## config.mk

```make
export PLATFORM = sky130hd
export DESIGN_NAME = sfcc_device_flat
export DESIGN_NICKNAME = d
export VERILOG_FILES = /design/src/hw/sfcc_pkg.sv /design/src/hw/sfcc_link_if.sv /design/src/hw/sfcc_device.sv /design/src/flat_wrapper.sv
export VERILOG_INCLUDE_DIRS = /design/src /design/src/hw
export SDC_FILE = /design/constraint.sdc
export NUM_CORES = 1
export LEC_CHECK = 0
export BUFFER_PORTS_ARGS = -buffer_cell sky130_fd_sc_hd__buf_2
export CAP_MARGIN = 20
export CORE_MARGIN = 8
export CORE_UTILIZATION = 60
export CTS_BUF_LIST = sky130_fd_sc_hd__clkbuf_8 sky130_fd_sc_hd__clkbuf_16
export CTS_CLUSTER_DIAMETER = 200
export DETAILED_ROUTE_END_ITERATION = 8
export PLACE_DENSITY = 0.77
export SKIP_LAST_GASP = 1
export SLEW_MARGIN = 20
export SYNTH_ARGS = -nofsm -noshare
export SYNTH_HDL_FRONTEND = slang
export SYNTH_SLANG_ARGS = --single-unit
```

## constraint.sdc

```tcl
create_clock -name aclk -period 4.4 [get_ports aclk]
set_input_delay 0.88 -clock aclk [delete_from_list [all_inputs] [get_ports aclk]]
set_output_delay 0.88 -clock aclk [all_outputs]
set_load 0.05 [all_outputs]
```

## src/hw/sfcc_defines.svh

```systemverilog
// Register offsets, field positions, reset values and timing counts
`ifndef SFCC_DEFINES_SVH
`define SFCC_DEFINES_SVH
// Device register map (7-bit serial addresses)
`define SFCC_ADDR_OPMODE 7'h01
`define SFCC_ADDR_FRF_MSB 7'h07
`define SFCC_ADDR_FRF_MID 7'h08
`define SFCC_ADDR_FRF_LSB 7'h09
`define SFCC_ADDR_PIN_MAP1 7'h25
`define SFCC_ADDR_PIN_MAP2 7'h26
`define SFCC_ADDR_FLAGS 7'h27
`define SFCC_OPMODE_RST 8'h04
`define SFCC_FRF_RST 24'h000000
`define SFCC_PIN_MAP1_RST 8'h00
`define SFCC_PIN_MAP2_RST 8'h00
`define SFCC_OPMODE_SEQ_OFF 7
`define SFCC_FLAG_XO_READY 7
`define SFCC_FLAG_PLL_LOCK 4
// Clock-output select: 0..max picks divider tap, off code stops the pin
`define SFCC_CLKSEL_DIV_MAX 3'h5
`define SFCC_CLKSEL_OFF 3'h7
// Synthesizer resolution
`define SFCC_SYNTH_FRAC_BITS 19
// Controller register map (AXI4-Lite byte addresses)
`define SFCC_AXI_CMD 8'h00
`define SFCC_AXI_STATUS 8'h04
`define SFCC_AXI_IRQ_STATUS 8'h08
`define SFCC_AXI_IRQ_CLEAR 8'h0c
`define SFCC_AXI_IRQ_ENABLE 8'h10
`define SFCC_IRQ_DONE 0
`define SFCC_IRQ_CLOCK 1
`define SFCC_IRQ_LOCK 2
`define SFCC_IRQ_UNLOCK 3
`define SFCC_RESP_OKAY 2'h0
`define SFCC_RESP_SLVERR 2'h2
// Timing
`define SFCC_CLK_PERIOD_NS 40
`define SFCC_SCK_HALF_NS 50
`define SFCC_SCK_HALF_CYC ((`SFCC_SCK_HALF_NS + `SFCC_CLK_PERIOD_NS - 1) / `SFCC_CLK_PERIOD_NS)
`define SFCC_XO_STARTUP_US 500
`define SFCC_XO_STARTUP_CYC ((`SFCC_XO_STARTUP_US * 1000 + `SFCC_CLK_PERIOD_NS - 1) / `SFCC_CLK_PERIOD_NS)
`define SFCC_SYNTH_LOCK_US 150
`define SFCC_SYNTH_LOCK_CYC ((`SFCC_SYNTH_LOCK_US * 1000 + `SFCC_CLK_PERIOD_NS - 1) / `SFCC_CLK_PERIOD_NS)
`endif

```

## src/hw/sfcc_pkg.sv

```systemverilog
// Shared types of the synthesizer control block
package sfcc_pkg;
	typedef enum logic [2:0] {
		MODE_SLEEP = 3'b000,
		MODE_STBY = 3'b001,
		MODE_FS = 3'b010,
		MODE_TX = 3'b011,
		MODE_RX = 3'b100
	} sfcc_mode_type;
	typedef enum logic [1:0] {
		SEQ_OFF = 2'b00,
		SEQ_XO = 2'b01,
		SEQ_PLL = 2'b10,
		SEQ_RUN = 2'b11
	} sfcc_seq_type;
	typedef enum logic [1:0] {
		SPI_IDLE = 2'b00,
		SPI_SHIFT = 2'b01,
		SPI_END = 2'b10
	} sfcc_spi_type;
endpackage

```

## src/hw/sfcc_link_if.sv

```systemverilog
// Serial register port and general pins between controller and device
`timescale 1ns/10ps
interface sfcc_link_if;
	logic nss_n;
	logic sck;
	logic mosi;
	logic miso;
	logic miso_oe;
	logic miso_line;
	logic general_pin_five;
	logic lock_pin_a;
	logic lock_pin_b;
	// Undriven data line reads low
	assign miso_line = miso_oe & miso;
	modport device(input nss_n, input sck, input mosi, output miso, output miso_oe,
		output general_pin_five, output lock_pin_a, output lock_pin_b);
	modport host(output nss_n, output sck, output mosi, input miso_line,
		input general_pin_five, input lock_pin_a, input lock_pin_b);
endinterface

```

## src/hw/sfcc_device.sv

```systemverilog
// Device end: serial register port, carrier word, start-up sequencer, clock output
`timescale 1ns/10ps
`include "sfcc_defines.svh"
module sfcc_device (
	input wire logic aclk,
	input wire logic aresetn,
	sfcc_link_if.device link,
	input wire logic xo_ready,
	input wire logic pll_locked,
	output logic xo_enable,
	output logic pll_enable,
	output logic rx_enable,
	output logic tx_enable,
	output logic cal_coarse,
	output logic cal_fine,
	output logic [23:0] active_frf
);
	logic sck_q, next_sck_q;
	logic [4:0] bit_cnt, next_bit_cnt;
	logic [15:0] sh_in, next_sh_in;
	logic [7:0] miso_sh, next_miso_sh;
	logic miso, next_miso;
	logic miso_oe, next_miso_oe;
	logic [7:0] opmode, next_opmode;
	logic [7:0] frf_msb, next_frf_msb;
	logic [7:0] frf_mid, next_frf_mid;
	logic [7:0] carrier_low_byte, next_carrier_low_byte;
	logic [23:0] next_active_frf;
	logic [7:0] pin_map_first_reg, next_pin_map_first_reg;
	logic [7:0] pin_map_second_reg, next_pin_map_second_reg;
	logic [15:0] word;
	logic [7:0] sh_val;
	logic [7:0] rd_data;
	sfcc_pkg::sfcc_seq_type seq, next_seq;
	sfcc_pkg::sfcc_mode_type mode;
	logic seq_off, want_pll, want_radio;
	logic next_xo_enable, next_pll_enable, next_rx_enable, next_tx_enable;
	logic next_cal_coarse, next_cal_fine;
	logic por, next_por;
	logic [7:0] div_cnt, next_div_cnt;
	logic clk_pin, next_clk_pin;
	logic lock_a, next_lock_a, lock_b, next_lock_b;
	logic [2:0] clock_output_select;

	assign link.miso = miso;
	assign link.miso_oe = miso_oe;
	assign link.general_pin_five = clk_pin;
	assign link.lock_pin_a = lock_a;
	assign link.lock_pin_b = lock_b;
	assign clock_output_select = pin_map_second_reg[2:0];

	// Register read mux; the upper carrier bytes read back as programmed, not as active
	always_comb begin
		case (sh_in[6:0])
			`SFCC_ADDR_OPMODE: rd_data = opmode;
			`SFCC_ADDR_FRF_MSB: rd_data = frf_msb;
			`SFCC_ADDR_FRF_MID: rd_data = frf_mid;
			`SFCC_ADDR_FRF_LSB: rd_data = carrier_low_byte;
			`SFCC_ADDR_PIN_MAP1: rd_data = pin_map_first_reg;
			`SFCC_ADDR_PIN_MAP2: rd_data = pin_map_second_reg;
			`SFCC_ADDR_FLAGS: rd_data = {xo_ready, 2'h0, pll_locked, 4'h0};
			default: rd_data = 8'h00;
		endcase
	end

	// Serial slave: sample on SCK rise, shift out on SCK fall, one byte per frame
	always_comb begin
		word = {sh_in[14:0], link.mosi};
		sh_val = 8'h00;
		next_sck_q = link.sck;
		next_bit_cnt = bit_cnt;
		next_sh_in = sh_in;
		next_miso_sh = miso_sh;
		next_miso = miso;
		next_miso_oe = ~link.nss_n;
		next_opmode = opmode;
		next_frf_msb = frf_msb;
		next_frf_mid = frf_mid;
		next_carrier_low_byte = carrier_low_byte;
		next_active_frf = active_frf;
		next_pin_map_first_reg = pin_map_first_reg;
		next_pin_map_second_reg = pin_map_second_reg;
		if (link.nss_n) begin
			next_bit_cnt = 5'h00;
			next_miso = 1'b0;
		end else if (link.sck && !sck_q) begin
			next_sh_in = word;
			next_bit_cnt = bit_cnt + 5'h01;
			if (bit_cnt == 5'h0f && word[15]) begin
				case (word[14:8])
					`SFCC_ADDR_OPMODE: next_opmode = word[7:0];
					`SFCC_ADDR_FRF_MSB: next_frf_msb = word[7:0];
					`SFCC_ADDR_FRF_MID: next_frf_mid = word[7:0];
					`SFCC_ADDR_FRF_LSB: begin
						next_carrier_low_byte = word[7:0];
						next_active_frf = {frf_msb, frf_mid, word[7:0]};
					end
					`SFCC_ADDR_PIN_MAP1: next_pin_map_first_reg = word[7:0];
					`SFCC_ADDR_PIN_MAP2: next_pin_map_second_reg = word[7:0];
					default: ;
				endcase
			end
		end else if (!link.sck && sck_q && bit_cnt >= 5'h08) begin
			// First data bit must be out before the ninth rising edge
			sh_val = (bit_cnt == 5'h08) ? rd_data : {miso_sh[6:0], 1'b0};
			next_miso_sh = sh_val;
			next_miso = sh_val[7];
		end
	end

	always_ff @(posedge aclk) begin
		if (!aresetn) begin
			sck_q <= 1'b0;
			bit_cnt <= 5'h00;
			sh_in <= 16'h0000;
			miso_sh <= 8'h00;
			miso <= 1'b0;
			miso_oe <= 1'b0;
			opmode <= `SFCC_OPMODE_RST;
			frf_msb <= 8'(`SFCC_FRF_RST >> 16);
			frf_mid <= 8'(`SFCC_FRF_RST >> 8);
			carrier_low_byte <= 8'(`SFCC_FRF_RST);
			active_frf <= `SFCC_FRF_RST;
			pin_map_first_reg <= `SFCC_PIN_MAP1_RST;
			pin_map_second_reg <= `SFCC_PIN_MAP2_RST;
		end else begin
			sck_q <= next_sck_q;
			bit_cnt <= next_bit_cnt;
			sh_in <= next_sh_in;
			miso_sh <= next_miso_sh;
			miso <= next_miso;
			miso_oe <= next_miso_oe;
			opmode <= next_opmode;
			frf_msb <= next_frf_msb;
			frf_mid <= next_frf_mid;
			carrier_low_byte <= next_carrier_low_byte;
			active_frf <= next_active_frf;
			pin_map_first_reg <= next_pin_map_first_reg;
			pin_map_second_reg <= next_pin_map_second_reg;
		end
	end

	assign mode = sfcc_pkg::sfcc_mode_type'(opmode[4:2]);
	assign seq_off = opmode[`SFCC_OPMODE_SEQ_OFF];
	assign want_radio = (mode == sfcc_pkg::MODE_TX) || (mode == sfcc_pkg::MODE_RX);
	assign want_pll = want_radio || (mode == sfcc_pkg::MODE_FS);

	// Start-up sequencer, calibration strobes, clock output and lock routing
	always_comb begin
		next_seq = seq;
		unique case (seq)
			sfcc_pkg::SEQ_OFF: if (mode != sfcc_pkg::MODE_SLEEP) next_seq = sfcc_pkg::SEQ_XO;
			sfcc_pkg::SEQ_XO: if (xo_ready && want_pll) next_seq = sfcc_pkg::SEQ_PLL;
			sfcc_pkg::SEQ_PLL: begin
				if (!want_pll) next_seq = sfcc_pkg::SEQ_XO;
				else if (pll_locked && want_radio) next_seq = sfcc_pkg::SEQ_RUN;
			end
			sfcc_pkg::SEQ_RUN: begin
				if (!want_pll) next_seq = sfcc_pkg::SEQ_XO;
				else if (!want_radio) next_seq = sfcc_pkg::SEQ_PLL;
			end
		endcase
		if (mode == sfcc_pkg::MODE_SLEEP) next_seq = sfcc_pkg::SEQ_OFF;
		// With the sequencer off the mode drives the blocks straight; host does the waiting
		if (seq_off) begin
			next_xo_enable = mode != sfcc_pkg::MODE_SLEEP;
			next_pll_enable = want_pll;
			next_tx_enable = mode == sfcc_pkg::MODE_TX;
			next_rx_enable = mode == sfcc_pkg::MODE_RX;
		end else begin
			next_xo_enable = next_seq != sfcc_pkg::SEQ_OFF;
			next_pll_enable = (next_seq == sfcc_pkg::SEQ_PLL) || (next_seq == sfcc_pkg::SEQ_RUN);
			next_tx_enable = (next_seq == sfcc_pkg::SEQ_RUN) && (mode == sfcc_pkg::MODE_TX);
			next_rx_enable = (next_seq == sfcc_pkg::SEQ_RUN) && (mode == sfcc_pkg::MODE_RX);
		end
		next_cal_fine = next_pll_enable && !pll_enable;
		next_cal_coarse = por;
		next_por = 1'b0;
		next_div_cnt = div_cnt + 8'h01;
		// Tap 0 toggles each cycle; the pin stays low until the crystal is stable
		next_clk_pin = xo_ready && (mode != sfcc_pkg::MODE_SLEEP)
			&& (clock_output_select <= `SFCC_CLKSEL_DIV_MAX)
			&& div_cnt[clock_output_select];
		next_lock_a = pin_map_first_reg[0] && pll_locked;
		next_lock_b = pin_map_first_reg[1] && pll_locked;
	end

	always_ff @(posedge aclk) begin
		if (!aresetn) begin
			seq <= sfcc_pkg::SEQ_OFF;
			xo_enable <= 1'b0;
			pll_enable <= 1'b0;
			rx_enable <= 1'b0;
			tx_enable <= 1'b0;
			cal_coarse <= 1'b0;
			cal_fine <= 1'b0;
			por <= 1'b1;
			div_cnt <= 8'h00;
			clk_pin <= 1'b0;
			lock_a <= 1'b0;
			lock_b <= 1'b0;
		end else begin
			seq <= next_seq;
			xo_enable <= next_xo_enable;
			pll_enable <= next_pll_enable;
			rx_enable <= next_rx_enable;
			tx_enable <= next_tx_enable;
			cal_coarse <= next_cal_coarse;
			cal_fine <= next_cal_fine;
			por <= next_por;
			div_cnt <= next_div_cnt;
			clk_pin <= next_clk_pin;
			lock_a <= next_lock_a;
			lock_b <= next_lock_b;
		end
	end
endmodule

```

## src/flat_wrapper.sv

```systemverilog
// flat-port wrapper written by rule: the top's interface ports become plain ports
module sfcc_device_flat 
  (aclk, aresetn, xo_ready, pll_locked, xo_enable, pll_enable, rx_enable, tx_enable, cal_coarse, cal_fine, active_frf, link_nss_n, link_sck, link_mosi, link_miso, link_miso_oe, link_general_pin_five, link_lock_pin_a, link_lock_pin_b);
  sfcc_link_if link_i ();
  input wire logic aclk;
  input wire logic aresetn;
  input wire logic xo_ready;
  input wire logic pll_locked;
  output logic xo_enable;
  output logic pll_enable;
  output logic rx_enable;
  output logic tx_enable;
  output logic cal_coarse;
  output logic cal_fine;
  output logic [23:0] active_frf;
  input wire logic [$bits(link_i.nss_n)-1:0] link_nss_n;
  input wire logic [$bits(link_i.sck)-1:0] link_sck;
  input wire logic [$bits(link_i.mosi)-1:0] link_mosi;
  output wire logic [$bits(link_i.miso)-1:0] link_miso;
  output wire logic [$bits(link_i.miso_oe)-1:0] link_miso_oe;
  output wire logic [$bits(link_i.general_pin_five)-1:0] link_general_pin_five;
  output wire logic [$bits(link_i.lock_pin_a)-1:0] link_lock_pin_a;
  output wire logic [$bits(link_i.lock_pin_b)-1:0] link_lock_pin_b;
  assign link_i.nss_n = link_nss_n;
  assign link_i.sck = link_sck;
  assign link_i.mosi = link_mosi;
  assign link_miso = link_i.miso;
  assign link_miso_oe = link_i.miso_oe;
  assign link_general_pin_five = link_i.general_pin_five;
  assign link_lock_pin_a = link_i.lock_pin_a;
  assign link_lock_pin_b = link_i.lock_pin_b;
  sfcc_device u_core (.aclk(aclk), .aresetn(aresetn), .link(link_i), .xo_ready(xo_ready), .pll_locked(pll_locked), .xo_enable(xo_enable), .pll_enable(pll_enable), .rx_enable(rx_enable), .tx_enable(tx_enable), .cal_coarse(cal_coarse), .cal_fine(cal_fine), .active_frf(active_frf));
endmodule
```

## Word-level counts from Yosys, hierarchy flattened

Index checks and enable logic that the tools add are counted.

- Flip-flop bits (word level): 122
- Output and inout bits: 35
- Input port bits: 7
- Logic and storage cells: 107

- Muxes and demuxes: 17
- Add/subtract/negate cells: 2
- Reductions and logical operators: 34
- $lt $le $gt $ge: 3
- Bitwise gates (word level): 3
- Equal/unequal tests: 23

Operators by type and width:

| operator | count |
|---|---|
| $pmux W8 S7 | 1 |
| $eq A7 B6 Y1 const B | 5 |
| $eq A7 B4 Y1 const B | 4 |
| $reduce_and A4 Y1 | 6 |
| $eq A7 B1 Y1 const B | 2 |
| $eq A7 B3 Y1 const B | 2 |
| $logic_and A1 B1 Y1 | 14 |
| $mux W2 | 7 |
| $eq A5 B4 Y1 const B | 2 |
| $add A8 B1 Y8 const B | 1 |
| $eq A2 B2 Y1 const B | 4 |
| $mux W8 | 1 |
| $pmux W2 S4 | 1 |
| $eq A3 B2 Y1 const B | 2 |
| $mux W1 | 6 |
| $add A5 B1 Y5 const B | 1 |
| $ge A5 B4 Y1 const B | 1 |
| $lt A3 B4 Y1 const B | 1 |
| $reduce_and A2 Y1 | 2 |
| $bmux W1 S3 | 1 |
| $eq A3 B3 Y1 const B | 1 |
| $le A3 B3 Y1 const B | 1 |
| $logic_not A1 Y1 | 3 |
| $logic_not A3 Y1 | 1 |
| 8 further kinds | 12 |

## Longest topological paths before layout

Gate-level depths: netlist of the first run.

- Word-level depth: 11
- Mapped depth: 9
- Depth with buffers taken out: 8

## Worst setup path after synthesis of the first run

Ideal clock, no wire load.

- Path kind: input to register
- From: input port link_nss_n
- To: register u_core.active_frf[10]
- Buffers on the path: 2
- Arrival: 2128 ps
- Data required time: 4271 ps
- Slack: 2143 ps
- Setup time: 129 ps
- Stages: 7
- Path through: or4_4 -> nor3_2 -> nand3_1 -> buf_2 -> clkbuf_1 -> nand3_1 -> o31ai_1

- Cells in the longest elaborated chain, start to end: 2

RTL lines:

| what | line | text |
|---|---|---|
| start: declaration | flat_wrapper.sv:16 | `input wire logic [$bits(link_i.nss_n)-1:0] link_nss_n;` |
| $not A1 Y1 (no source line) | n/a |  |
| $reduce_and A4 Y1 (no source line) | n/a |  |
| end signal: assignment | sfcc_device.sv:123 | `` active_frf <= `SFCC_FRF_RST; `` |
| end signal: assignment | sfcc_device.sv:137 | `active_frf <= next_active_frf;` |
| end: declaration | sfcc_device.sv:16 | `output logic [23:0] active_frf` |

No other way between the ends.
A chain may end at the register's enable or synchronous reset.

## Worst setup path in the final report of the first run

- From: register u_core.sh_in[0]
- To: register u_core.miso_sh[2]

- Cells in the longest elaborated chain, start to end: 3
- Elaborated cells on any way between the ends: 9
- Those cells by class: eq/ne (7); mux (2)

RTL lines:

| what | line | text |
|---|---|---|
| start: declaration | sfcc_device.sv:20 | `logic [15:0] sh_in, next_sh_in;` |
| start signal: assignment | sfcc_device.sv:129 | `sh_in <= next_sh_in;` |
| $eq A7 B6 Y1 (tied with other cells) | sfcc_device.sv:54 | `case (sh_in[6:0])` |
| $pmux W8 S7 * | sfcc_device.sv:54 |  |
| $mux W8 * | sfcc_device.sv:105 | `sh_val = (bit_cnt == 5'h08) ? rd_data : {miso_sh[6:0], 1'b0};` |
| end signal: assignment | sfcc_device.sv:130 | `miso_sh <= next_miso_sh;` |
| end: declaration | sfcc_device.sv:21 | `logic [7:0] miso_sh, next_miso_sh;` |

Mark *: on every way between the ends. The rest lies on a longest branch, timed or not.

==> impl_metrics.tcl, run 1 <==
set metrics [dict create \
    placed_cell_area_um2 4890 \
    grt_overflow_total 0 \
    hp-class "reg -> reg" \
    clkSlewWorstSetupHoldPaths_ps 110 \
    drtIter0Drc 232 \
    crit_type "reg -> reg" \
    antenna_cells 0 \
    post_synth_instance_area_um2 4660 \
    postRouteAntennaNets 0 \
    setup_viol 0 \
    ys_dominant_reg_cell "dfxtp_1" \
    timing.final.crit_share_pct 53.7 \
    slew_headroom_pct 35.8 \
    wl_um 10400 \
    min_period_ps 2360 \
    avgSynthCellArea_um2 9.18 \
    antenna_found_initial 0 \
    status "completed" \
    die_area_um2 10800 \
    crit_arrival_ps 2680 \
    largest_register_ffs 17 \
    power_density_nw_per_um2 329 \
    cp-start-kind "flop" \
    hold_viol 0 \
    ys_seq_area_share_pct 48.1 \
    viasPerCell 5.84 \
    skew_ps 10.3 \
    clockBufferDepth 2 \
    top_register "u_core.active_frf" \
    final_area_um2 5070 \
    netlist_top_cells_area "dfxtp_1 48%, mux2i_1 12%, nor2_1 6.3%" \
    core-area_um2 7650 \
    drive_gt1_share_pct 15.2 \
    grt.total_usage_pct 19.2 \
    power_uw 1670 \
    yosysWarnings 0 \
    synth_common_cells "112 x dfxtp_1, 78 x nor2_1, 58 x mux2i_1" \
    num_vias 3708 \
    rsz0062_at_grt "false" \
    post-dp-hpwl_um 7360 \
    root_buffer "clkbuf_8" \
    syn_nets 519 \
    die_w_um 104 \
    max_cap_viol_count 0 \
    area_growth_pct 8.83 \
    h-tree-depth 3 \
    yosysMostFrequentCell "dfxtp_1" \
    largestRegisters "u_core.active_frf x17, u_core.sh_in x15" \
    cts_resized 0 \
    portBuffers 41 \
    rows 32 \
    crit_path_max_fanout 16 \
    cp.required_ps 4720 \
    yosys_register_bits 112 \
    place_congestion 0.982 \
    worst_pin_slew_ps 962 \
    yosysTopAreaCell "dfxtp_1" \
    post_cts_buffers 0 \
    cts.sinks 112 \
    ctsHoldBuffers 0 \
    synthArstFlopShare_pct 0 \
    routedWlPerCell_um 16.4 \
    grt_max_degree 63 \
    die_h_um 104 \
    grt_pass1_vias 3509 \
    slew_viol_final 0 \
    nets 539 \
    drc 0 \
    setup-tns-final_ps 0 \
    synth_edf_count 0 \
    cts_tree "done" \
    fmax_mhz 423 \
    grt_pass1_wl_um 17200 \
    p_leak_uw 0.00208 \
    ir_drop_v 0.000231 \
    cts_buffers 9 \
    end_kind "flop" \
    synthCells 508 \
    ios 42 \
    yosysUniqueCellTypes 49 \
    synth_top_area_share_pct 48.1 \
    drtPass1Iterations 4 \
    initial_utilization_pct 61.0 \
    worstSkewPairLatency_ps 380 \
]
final cells by class:
class | count | area (um^2)
Sequential cell | 112 | 2240
Fill cell | 677 | 2570
Clock inverter | 6 | 43.8
Inverter | 15 | 56.3
Timing Repair Buffer | 44 | 228
Multi-Input combinational cell | 346 | 2240
Tap cell | 102 | 128
Clock buffer | 10 | 138
final timing paths:
path,start,end,slack [ps],cells past startpoint
hold / removal,u_core.pll_enable$_SDFF_PN0_,u_core.cal_fine$_SDFF_PN0_,430,1
setup / recovery,u_core.sh_in[0]$_SDFFE_PN0P_,u_core.miso_sh[2]$_SDFFE_PN0P_,2040,5
setup reg to reg,u_core.sh_in[0]$_SDFFE_PN0P_,u_core.miso_sh[2]$_SDFFE_PN0P_,2040,5
hold reg to reg,u_core.pll_enable$_SDFF_PN0_,u_core.cal_fine$_SDFF_PN0_,430,1
per-layer routing:
layer / GRT usage (%) / vias to the layer above / wire [um]
li1: - / 1826 / -
met1: 23.2 / 1768 / 4640
met2: 32.0 / 98 / 4940
met3: 5.02 / 16 / 663
met4: 7.45 / 0 / 177
met5: 0 / - / 0
stage by stage:
stage	hold slack [ps]	utilization (%)	std cells	setup slack (ps)
floorplan	412	-	508	2140
global placement	401	63.9	619	1850
detailed placement	409	63.9	619	1780
CTS	432	66.3	635	1980
global route	450	66.4	635	1850
finish	428	66.4	635	2040
power by group:
group / switching [uW] / leakage (uW) / internal [uW]
clock network: 350 / 0.0000926 / 224
logic: 46.7 / 0.00108 / 19.3
registers: 7.66 / 0.000905 / 1020
total: 404 / 0.00208 / 1260
critical path, cell delays in order, from the launching register on:
cell	delay [ps]
dfxtp_1	750
nor3b_1	380
nor3b_1	670
o2bb2ai_1	200
o211ai_1	120
a21oi_1	180
kinds of logic (layout without fill, tap and decap cells):
kind of cell | after synthesis | count (layout) | share of synthesized area [%]
AND/OR/NAND/NOR | 177 | 177 | 18.1
buffers and inverters | 50 | 75 | 4.13
multiplexers | 62 | 62 | 13.7
adder cells (fa/ha/maj) | 4 | 4 | 1.07
flip-flops | 112 | 112 | 48.1
AO/OA/AOI/OAI | 96 | 96 | 13.6
XOR/XNOR | 7 | 7 | 1.31
cells in the final DEF (no fill, tap or decap), types with 5 or more instances in the layout:
master / netlist / routed
nor2_1: 78 / 78
buf_2: 4 / 41
o22ai_1: 7 / 7
nor2b_1: 7 / 7
and3_1: 7 / 7
a22oi_1: 8 / 8
a21oi_1: 24 / 24
a31o_2: 9 / 9
mux2i_1: 58 / 58
o31ai_1: 5 / 5
clkbuf_8: 0 / 10
o2bb2ai_1: 5 / 5
dfxtp_1: 112 / 112
o21ai_1: 19 / 19
inv_1: 14 / 14
nand2_1: 27 / 27
o211ai_1: 6 / 6
nand3_1: 32 / 32
Power figures use the tool's default switching activity.
==> run 2: changes to the inputs <==
--- a/config.mk
+++ b/config.mk
@@ -6,14 +6,15 @@
 export SDC_FILE = /design/constraint.sdc
 export NUM_CORES = 1
 export LEC_CHECK = 0
+export ABC_AREA = 1
 export BUFFER_PORTS_ARGS = -buffer_cell sky130_fd_sc_hd__buf_2
 export CAP_MARGIN = 20
 export CORE_MARGIN = 8
-export CORE_UTILIZATION = 60
+export CORE_UTILIZATION = 53
 export CTS_BUF_LIST = sky130_fd_sc_hd__clkbuf_8 sky130_fd_sc_hd__clkbuf_16
 export CTS_CLUSTER_DIAMETER = 200
 export DETAILED_ROUTE_END_ITERATION = 8
-export PLACE_DENSITY = 0.77
+export PLACE_DENSITY = 0.72
 export SKIP_LAST_GASP = 1
 export SLEW_MARGIN = 20
 export SYNTH_ARGS = -nofsm -noshare
==> constraint.sdc (replaced) <==
create_clock -name aclk -period 2.1 [get_ports aclk]
set_input_delay 0.42 -clock aclk [delete_from_list [all_inputs] [get_ports aclk]]
set_output_delay 0.42 -clock aclk [all_outputs]
set_load 0.05 [all_outputs]
==> impl_metrics.tcl, run 2 <==
set metrics [dict create \
    setup_viol 0 \
    root_buffer "clkbuf_8" \
    power_density_nw_per_um2 686 \
    top_register "u_core.active_frf" \
    post_synth_instance_area_um2 4810 \
    placed_cell_area_um2 5120 \
    clkSlewWorstSetupHoldPaths_ps 100 \
    cts_buffers 9 \
    nFillCells 810 \
    setup-tns-final_ps 0 \
    timing.final.crit_share_pct 91.4 \
    grt_pass1_wl_um 19500 \
    core-area_um2 8760 \
    drtIter0Drc 251 \
    hold_viol 0 \
    ir_drop_v 0.000359 \
    dp_cells 785 \
    synthArstFlopShare_pct 0 \
    p_int_uw 2770 \
    yosys_register_bits 112 \
    skew_ps 13.8 \
    worst_pin_slew_ps 546 \
    hp-class "in -> reg" \
    portBuffers 41 \
    synthCells 650 \
    die_w_um 111 \
    avgSynthCellArea_um2 7.40 \
    nets 702 \
    antenna_found_initial 0 \
    yosysWarnings 0 \
    yosysTopAreaCell "dfxtp_1" \
    cp.required_ps 2360 \
    fmax_mhz 521 \
    viasPerCell 5.43 \
    p_leak_uw 0.00226 \
    power_switching_uw 933 \
    ys_dominant_reg_cell "dfxtp_1" \
    crit_type "reg -> reg" \
    drive_gt1_share_pct 16.2 \
    end_kind "flop" \
    crit_arrival_ps 2170 \
    postRouteAntennaNets 0 \
    multi_input_area_um2 2100 \
    drtPass1Iterations 5 \
    synth_top_area_share_pct 46.6 \
    clkPwrFrac_pct 33.9 \
    drc 0 \
    grt_max_degree 67 \
    status "completed" \
    clockBufferDepth 2 \
    place_congestion 0.942 \
    grt.total_usage_pct 19.1 \
    yosysMostFrequentCell "dfxtp_1" \
    ios 42 \
    ys_seq_area_share_pct 46.6 \
    netlist_top_cells_area "dfxtp_1 47%, a21oi_1 10%, o21ai_0 8.1%" \
    power_frac_comb_pct 6.8 \
    area_growth_pct 12.3 \
    layout_common_cells "110 x dfxtp_1, 98 x a21oi_1, 87 x inv_1" \
    wl_um 12400 \
    worstSkewPairLatency_ps 370 \
    cts_tree "done" \
    antenna_cells 0 \
    synth_edf_count 0 \
    max_cap_viol_count 0 \
    final-seq-area_um2 2240 \
    final_area_um2 5400 \
    num_vias 4366 \
    switching_share_pct 25.2 \
    h-tree-depth 3 \
    final_common_cell "dfxtp_1" \
    largest_register_ffs 17 \
    seq_power_share_pct 59.3 \
    slew_viol_final 0 \
    die_area_um2 12400 \
    largestRegisters "u_core.active_frf x17, u_core.sh_in x15" \
    initial_utilization_pct 54.9 \
    crit_path_max_fanout 16 \
    synth_common_cells "112 x dfxtp_1, 98 x a21oi_1, 84 x inv_1" \
    yosysUniqueCellTypes 34 \
    cp-start-kind "flop" \
    routedWlPerCell_um 15.4 \
    grt_overflow_total 0 \
    grt_pass1_vias 4007 \
    syn_nets 661 \
    die_h_um 111 \
    rsz0062_at_grt "false" \
    final_cells 804 \
    min_period_ps 1920 \
    cts.sinks 112 \
    ctsHoldBuffers 0 \
    rows 34 \
    slew_headroom_pct 63.6 \
    post-dp-hpwl_um 8670 \
]
run 2: cell count changes after synthesis, moves of 8 or more:
| cell | previous run | this run |
|---|---|---|
| nand2_1 | 27 | 83 |
| inv_1 | 14 | 84 |
| o21ai_0 | 2 | 78 |
| a21oi_1 | 24 | 98 |
| inv_2 | 1 | 11 |
| a22oi_1 | 8 | 0 |
| clkbuf_1 | 25 | 13 |
| nor2_1 | 78 | 65 |
| a31o_2 | 9 | 0 |
| mux2i_1 | 58 | 0 |
| o21ai_1 | 19 | 7 |
run 2: area by class of cell:
type	instances	share of cell area, %
Tap cell	108	2.50
Sequential cell	112	41.6
Clock buffer	9	2.29
Inverter	95	6.60
Clock inverter	7	1.21
Multi-Input combinational cell	414	38.9
Timing Repair Buffer	59	6.93
run 2: routing by layer:
metal  global-route usage [%]  vias up  share of wire (%)
li1                         -     2198                  -
met1                     23.7     1995                 45
met2                     30.3      144                 45
met3                     4.33       29                6.7
met4                     9.24        0                3.4
met5                        0        -                  0
run 2: power groups by stage:
stage	logic, uW	clock network (uW)	registers, uW
3_5_place_dp	245	0	2240
2_1_floorplan	174	0	2240
6_report	253	1250	2200
5_1_grt	282	1350	2200
3_3_place_gp	240	0	2240
4_1_cts	246	1280	2190
run 2: per-stage QoR:
step,power [uW],utilization [%],hold slack (ps),setup slack [ps]
2_1_floorplan,2410,-,390,266
3_3_place_gp,2480,58.4,399,159
3_5_place_dp,2490,58.4,409,78.7
4_1_cts,3720,60.6,230,28.8
5_1_grt,3830,61.6,256,15.1
6_report,3700,61.6,247,181
run 2: critical path, cell delays in order, from the launching register on:
cell and delay [ps]:
dfxtp_2 360, ha_1 190, inv_1 50, nor2_1 100, ha_1 150, nand2_1 50
inv_1 80, nand2_2 80, nor2_4 200, nand4_2 120, buf_4 220, nor2_1 170
a211oi_2 50
run 2: cell families after synthesis:
logic type	count (synthesis)	synth area share [%]
simple gates	211	19.4
flops	112	46.6
xor+xnor	1	0.182
fa+ha+maj	4	1.04
compound gates	198	22.1
buf+inv	124	10.6
run 2: path summary, 6_finish.rpt:
| check | to | slack [ps] | cells past startpoint | startpoint |
|---|---|---|---|---|
| worst max register to register | u_core.opmode[3]$_SDFFE_PN0P_ | 180 | 12 | u_core.bit_cnt[0]$_SDFFE_PP0P_ |
| worst min-delay path | u_core.sck_q$_SDFF_PN0_ | 250 | 3 | link_sck |
| worst max-delay path | u_core.opmode[3]$_SDFFE_PN0P_ | 180 | 12 | u_core.bit_cnt[0]$_SDFFE_PP0P_ |
| worst min register to register | u_core.cal_fine$_SDFF_PN0_ | 420 | 1 | u_core.pll_enable$_SDFF_PN0_ |
run 2: timing repair:
item	4_1_cts	5_1_grt
resized for setup	0	22
setup buffers	0	2
endpoints found under the setup margin	0	52
==> run 3: changes to the inputs <==
--- a/config.mk
+++ b/config.mk
@@ -9,6 +9,7 @@
 export ABC_AREA = 1
 export BUFFER_PORTS_ARGS = -buffer_cell sky130_fd_sc_hd__buf_2
 export CAP_MARGIN = 20
+export CORE_ASPECT_RATIO = 2
 export CORE_MARGIN = 8
 export CORE_UTILIZATION = 53
 export CTS_BUF_LIST = sky130_fd_sc_hd__clkbuf_8 sky130_fd_sc_hd__clkbuf_16
==> impl_metrics.tcl, run 3 (synthesized netlist as in run 2, its figures left out) <==
set metrics [dict create \
    ios 42 \
    end_kind "flop" \
    rows 49 \
    dp_cells 777 \
    core-area_um2 8890 \
    layout_common_cells "110 x dfxtp_1, 98 x a21oi_1, 84 x inv_1" \
    min_period_ps 1980 \
    power_density_nw_per_um2 746 \
    cts.sinks 112 \
    antenna_cells 0 \
    hp-class "in -> reg" \
    portBuffers 41 \
    max_cap_viol_count 0 \
    worstSkewPairLatency_ps 350 \
    clockBufferDepth 2 \
    root_buffer "clkbuf_16" \
    final_cells 794 \
    ir_drop_v 0.000535 \
    die_area_um2 12600 \
    cp-start-kind "flop" \
    setup-tns-final_ps 0 \
    wl_um 12400 \
    postRouteAntennaNets 0 \
    timing.final.crit_share_pct 94.2 \
    setup_viol 0 \
    die_h_um 151 \
    grt_pass1_wl_um 20100 \
    die_w_um 83.4 \
    cts_tree "done" \
    drtIter0Drc 366 \
    clkSlewWorstSetupHoldPaths_ps 70 \
    viasPerCell 5.49 \
    crit_path_max_fanout 16 \
    final_common_cell "dfxtp_1" \
    num_vias 4356 \
    busiest_layer "met2" \
    routedWlPerCell_um 15.6 \
    antenna_found_initial 0 \
    use_met2_pct 35.6 \
    grt_overflow_total 0 \
    post-route-util_pct 61.0 \
    p_leak_uw 0.00227 \
    nets 698 \
    hold_viol 0 \
    post-dp-hpwl_um 9000 \
    initial_utilization_pct 54.1 \
    cts_buffers 9 \
    dp_slack_ps -48.0 \
    power_uw 4050 \
    largest_register_ffs 17 \
    grt_util_met3_pct 4.12 \
    place_congestion 0.948 \
    slew_headroom_pct 68.1 \
    crit_arrival_ps 2200 \
    status "completed" \
    cp.required_ps 2330 \
    drc 0 \
    rrSetupSlack_ps 120 \
    drtPass1Iterations 5 \
    h-tree-depth 3 \
    finalWorstSetupSlack_ps 122 \
    drive_gt1_share_pct 16.0 \
    worst_pin_slew_ps 477 \
    slew_viol_final 0 \
    grt_max_degree 49 \
    crit_type "reg -> reg" \
    ctsHoldBuffers 0 \
    top_register "u_core.active_frf" \
    met1_usage_pct 19.4 \
    fmax_mhz 506 \
    area_growth_pct 12.8 \
    grt_pass1_vias 4228 \
    grt.total_usage_pct 19.7 \
    skew_ps 5.56 \
    largestRegisters "u_core.active_frf x17, u_core.sh_in x15" \
    nFillCells 820 \
]
[run 3: cell count changes in the layout (fill, tap and decap cells not counted), sizes merged]
cell / before / now
bufinv: 1 / 0
clkinv: 0 / 3
clkinvlp: 2 / 3
buf: 58 / 55
inv: 99 / 95
[run 3: final cells by class]
| class | instances | area (um^2) | area share, % |
|---|---|---|---|
| clock buffers | 10 | 239 | 4.41 |
| well taps | 102 | 128 | 2.35 |
| repair buffers | 55 | 327 | 6.02 |
| flip-flops and latches | 112 | 2240 | 41.4 |
| multi-input cells | 414 | 2080 | 38.4 |
| inverters | 95 | 357 | 6.57 |
| clock inverters | 6 | 45.0 | 0.830 |
[run 3: what timing repair did]
action / 4_1_cts / 5_1_grt
resized for setup: 2 / 14
pin swaps: 0 / 1
endpoints found under the hold margin: 0 / 0
buffers inserted: 0 / 1
endpoints found under the setup margin: 9 / 44
[run 3: critical path, stage by stage, from the launching register on]
cell      delay, ps
dfxtp_2         350
ha_2            190
inv_1            40
nor2_1          100
ha_1            150
nand2_1          50
inv_1            60
nand2_1         110
nor2_4          190
buf_4           130
nand4_2          90
buf_6           180
nor2_1          130
a211oi_2         60
[run 3: worst paths after layout]
| kind | from | end | depth (start not counted) |
|---|---|---|---|
| setup / recovery | u_core.bit_cnt[0]$_SDFFE_PP0P_ | u_core.opmode[1]$_SDFFE_PN0P_ | 13 |
| hold / removal | link_sck | u_core.sck_q$_SDFF_PN0_ | 3 |
| setup reg to reg | u_core.bit_cnt[0]$_SDFFE_PP0P_ | u_core.opmode[1]$_SDFFE_PN0P_ | 13 |
| hold reg to reg | u_core.next_cal_coarse$_DFF_P_ | u_core.cal_coarse$_SDFF_PN0_ | 2 |
[run 3: per-stage QoR]
| step | hold WS, ps | cell area, um^2 |
|---|---|---|
| 2_1_floorplan | 390 | 4810 |
| 3_3_place_gp | 394 | 5100 |
| 3_5_place_dp | 401 | 5100 |
| 4_1_cts | 269 | 5390 |
| 5_1_grt | 286 | 5420 |
| 6_report | 276 | 5420 |
[run 3: routing by layer]
| metal | part of all wire (%) | wire, um |
|---|---|---|
| met1 | 37 | 4630 |
| met4 | 5.3 | 661 |
| met2 | 52 | 6470 |
| met5 | 0 | 0 |
| met3 | 4.9 | 601 |
[run 3: report_power, final]
| group | switching [uW] | leakage, uW | internal, uW | total [uW] |
|---|---|---|---|---|
| Sequential | 40.4 | 0.000908 | 2150 | 2200 |
| Clock | 761 | 0.000131 | 839 | 1600 |
| Combinational | 183 | 0.00123 | 68.4 | 252 |
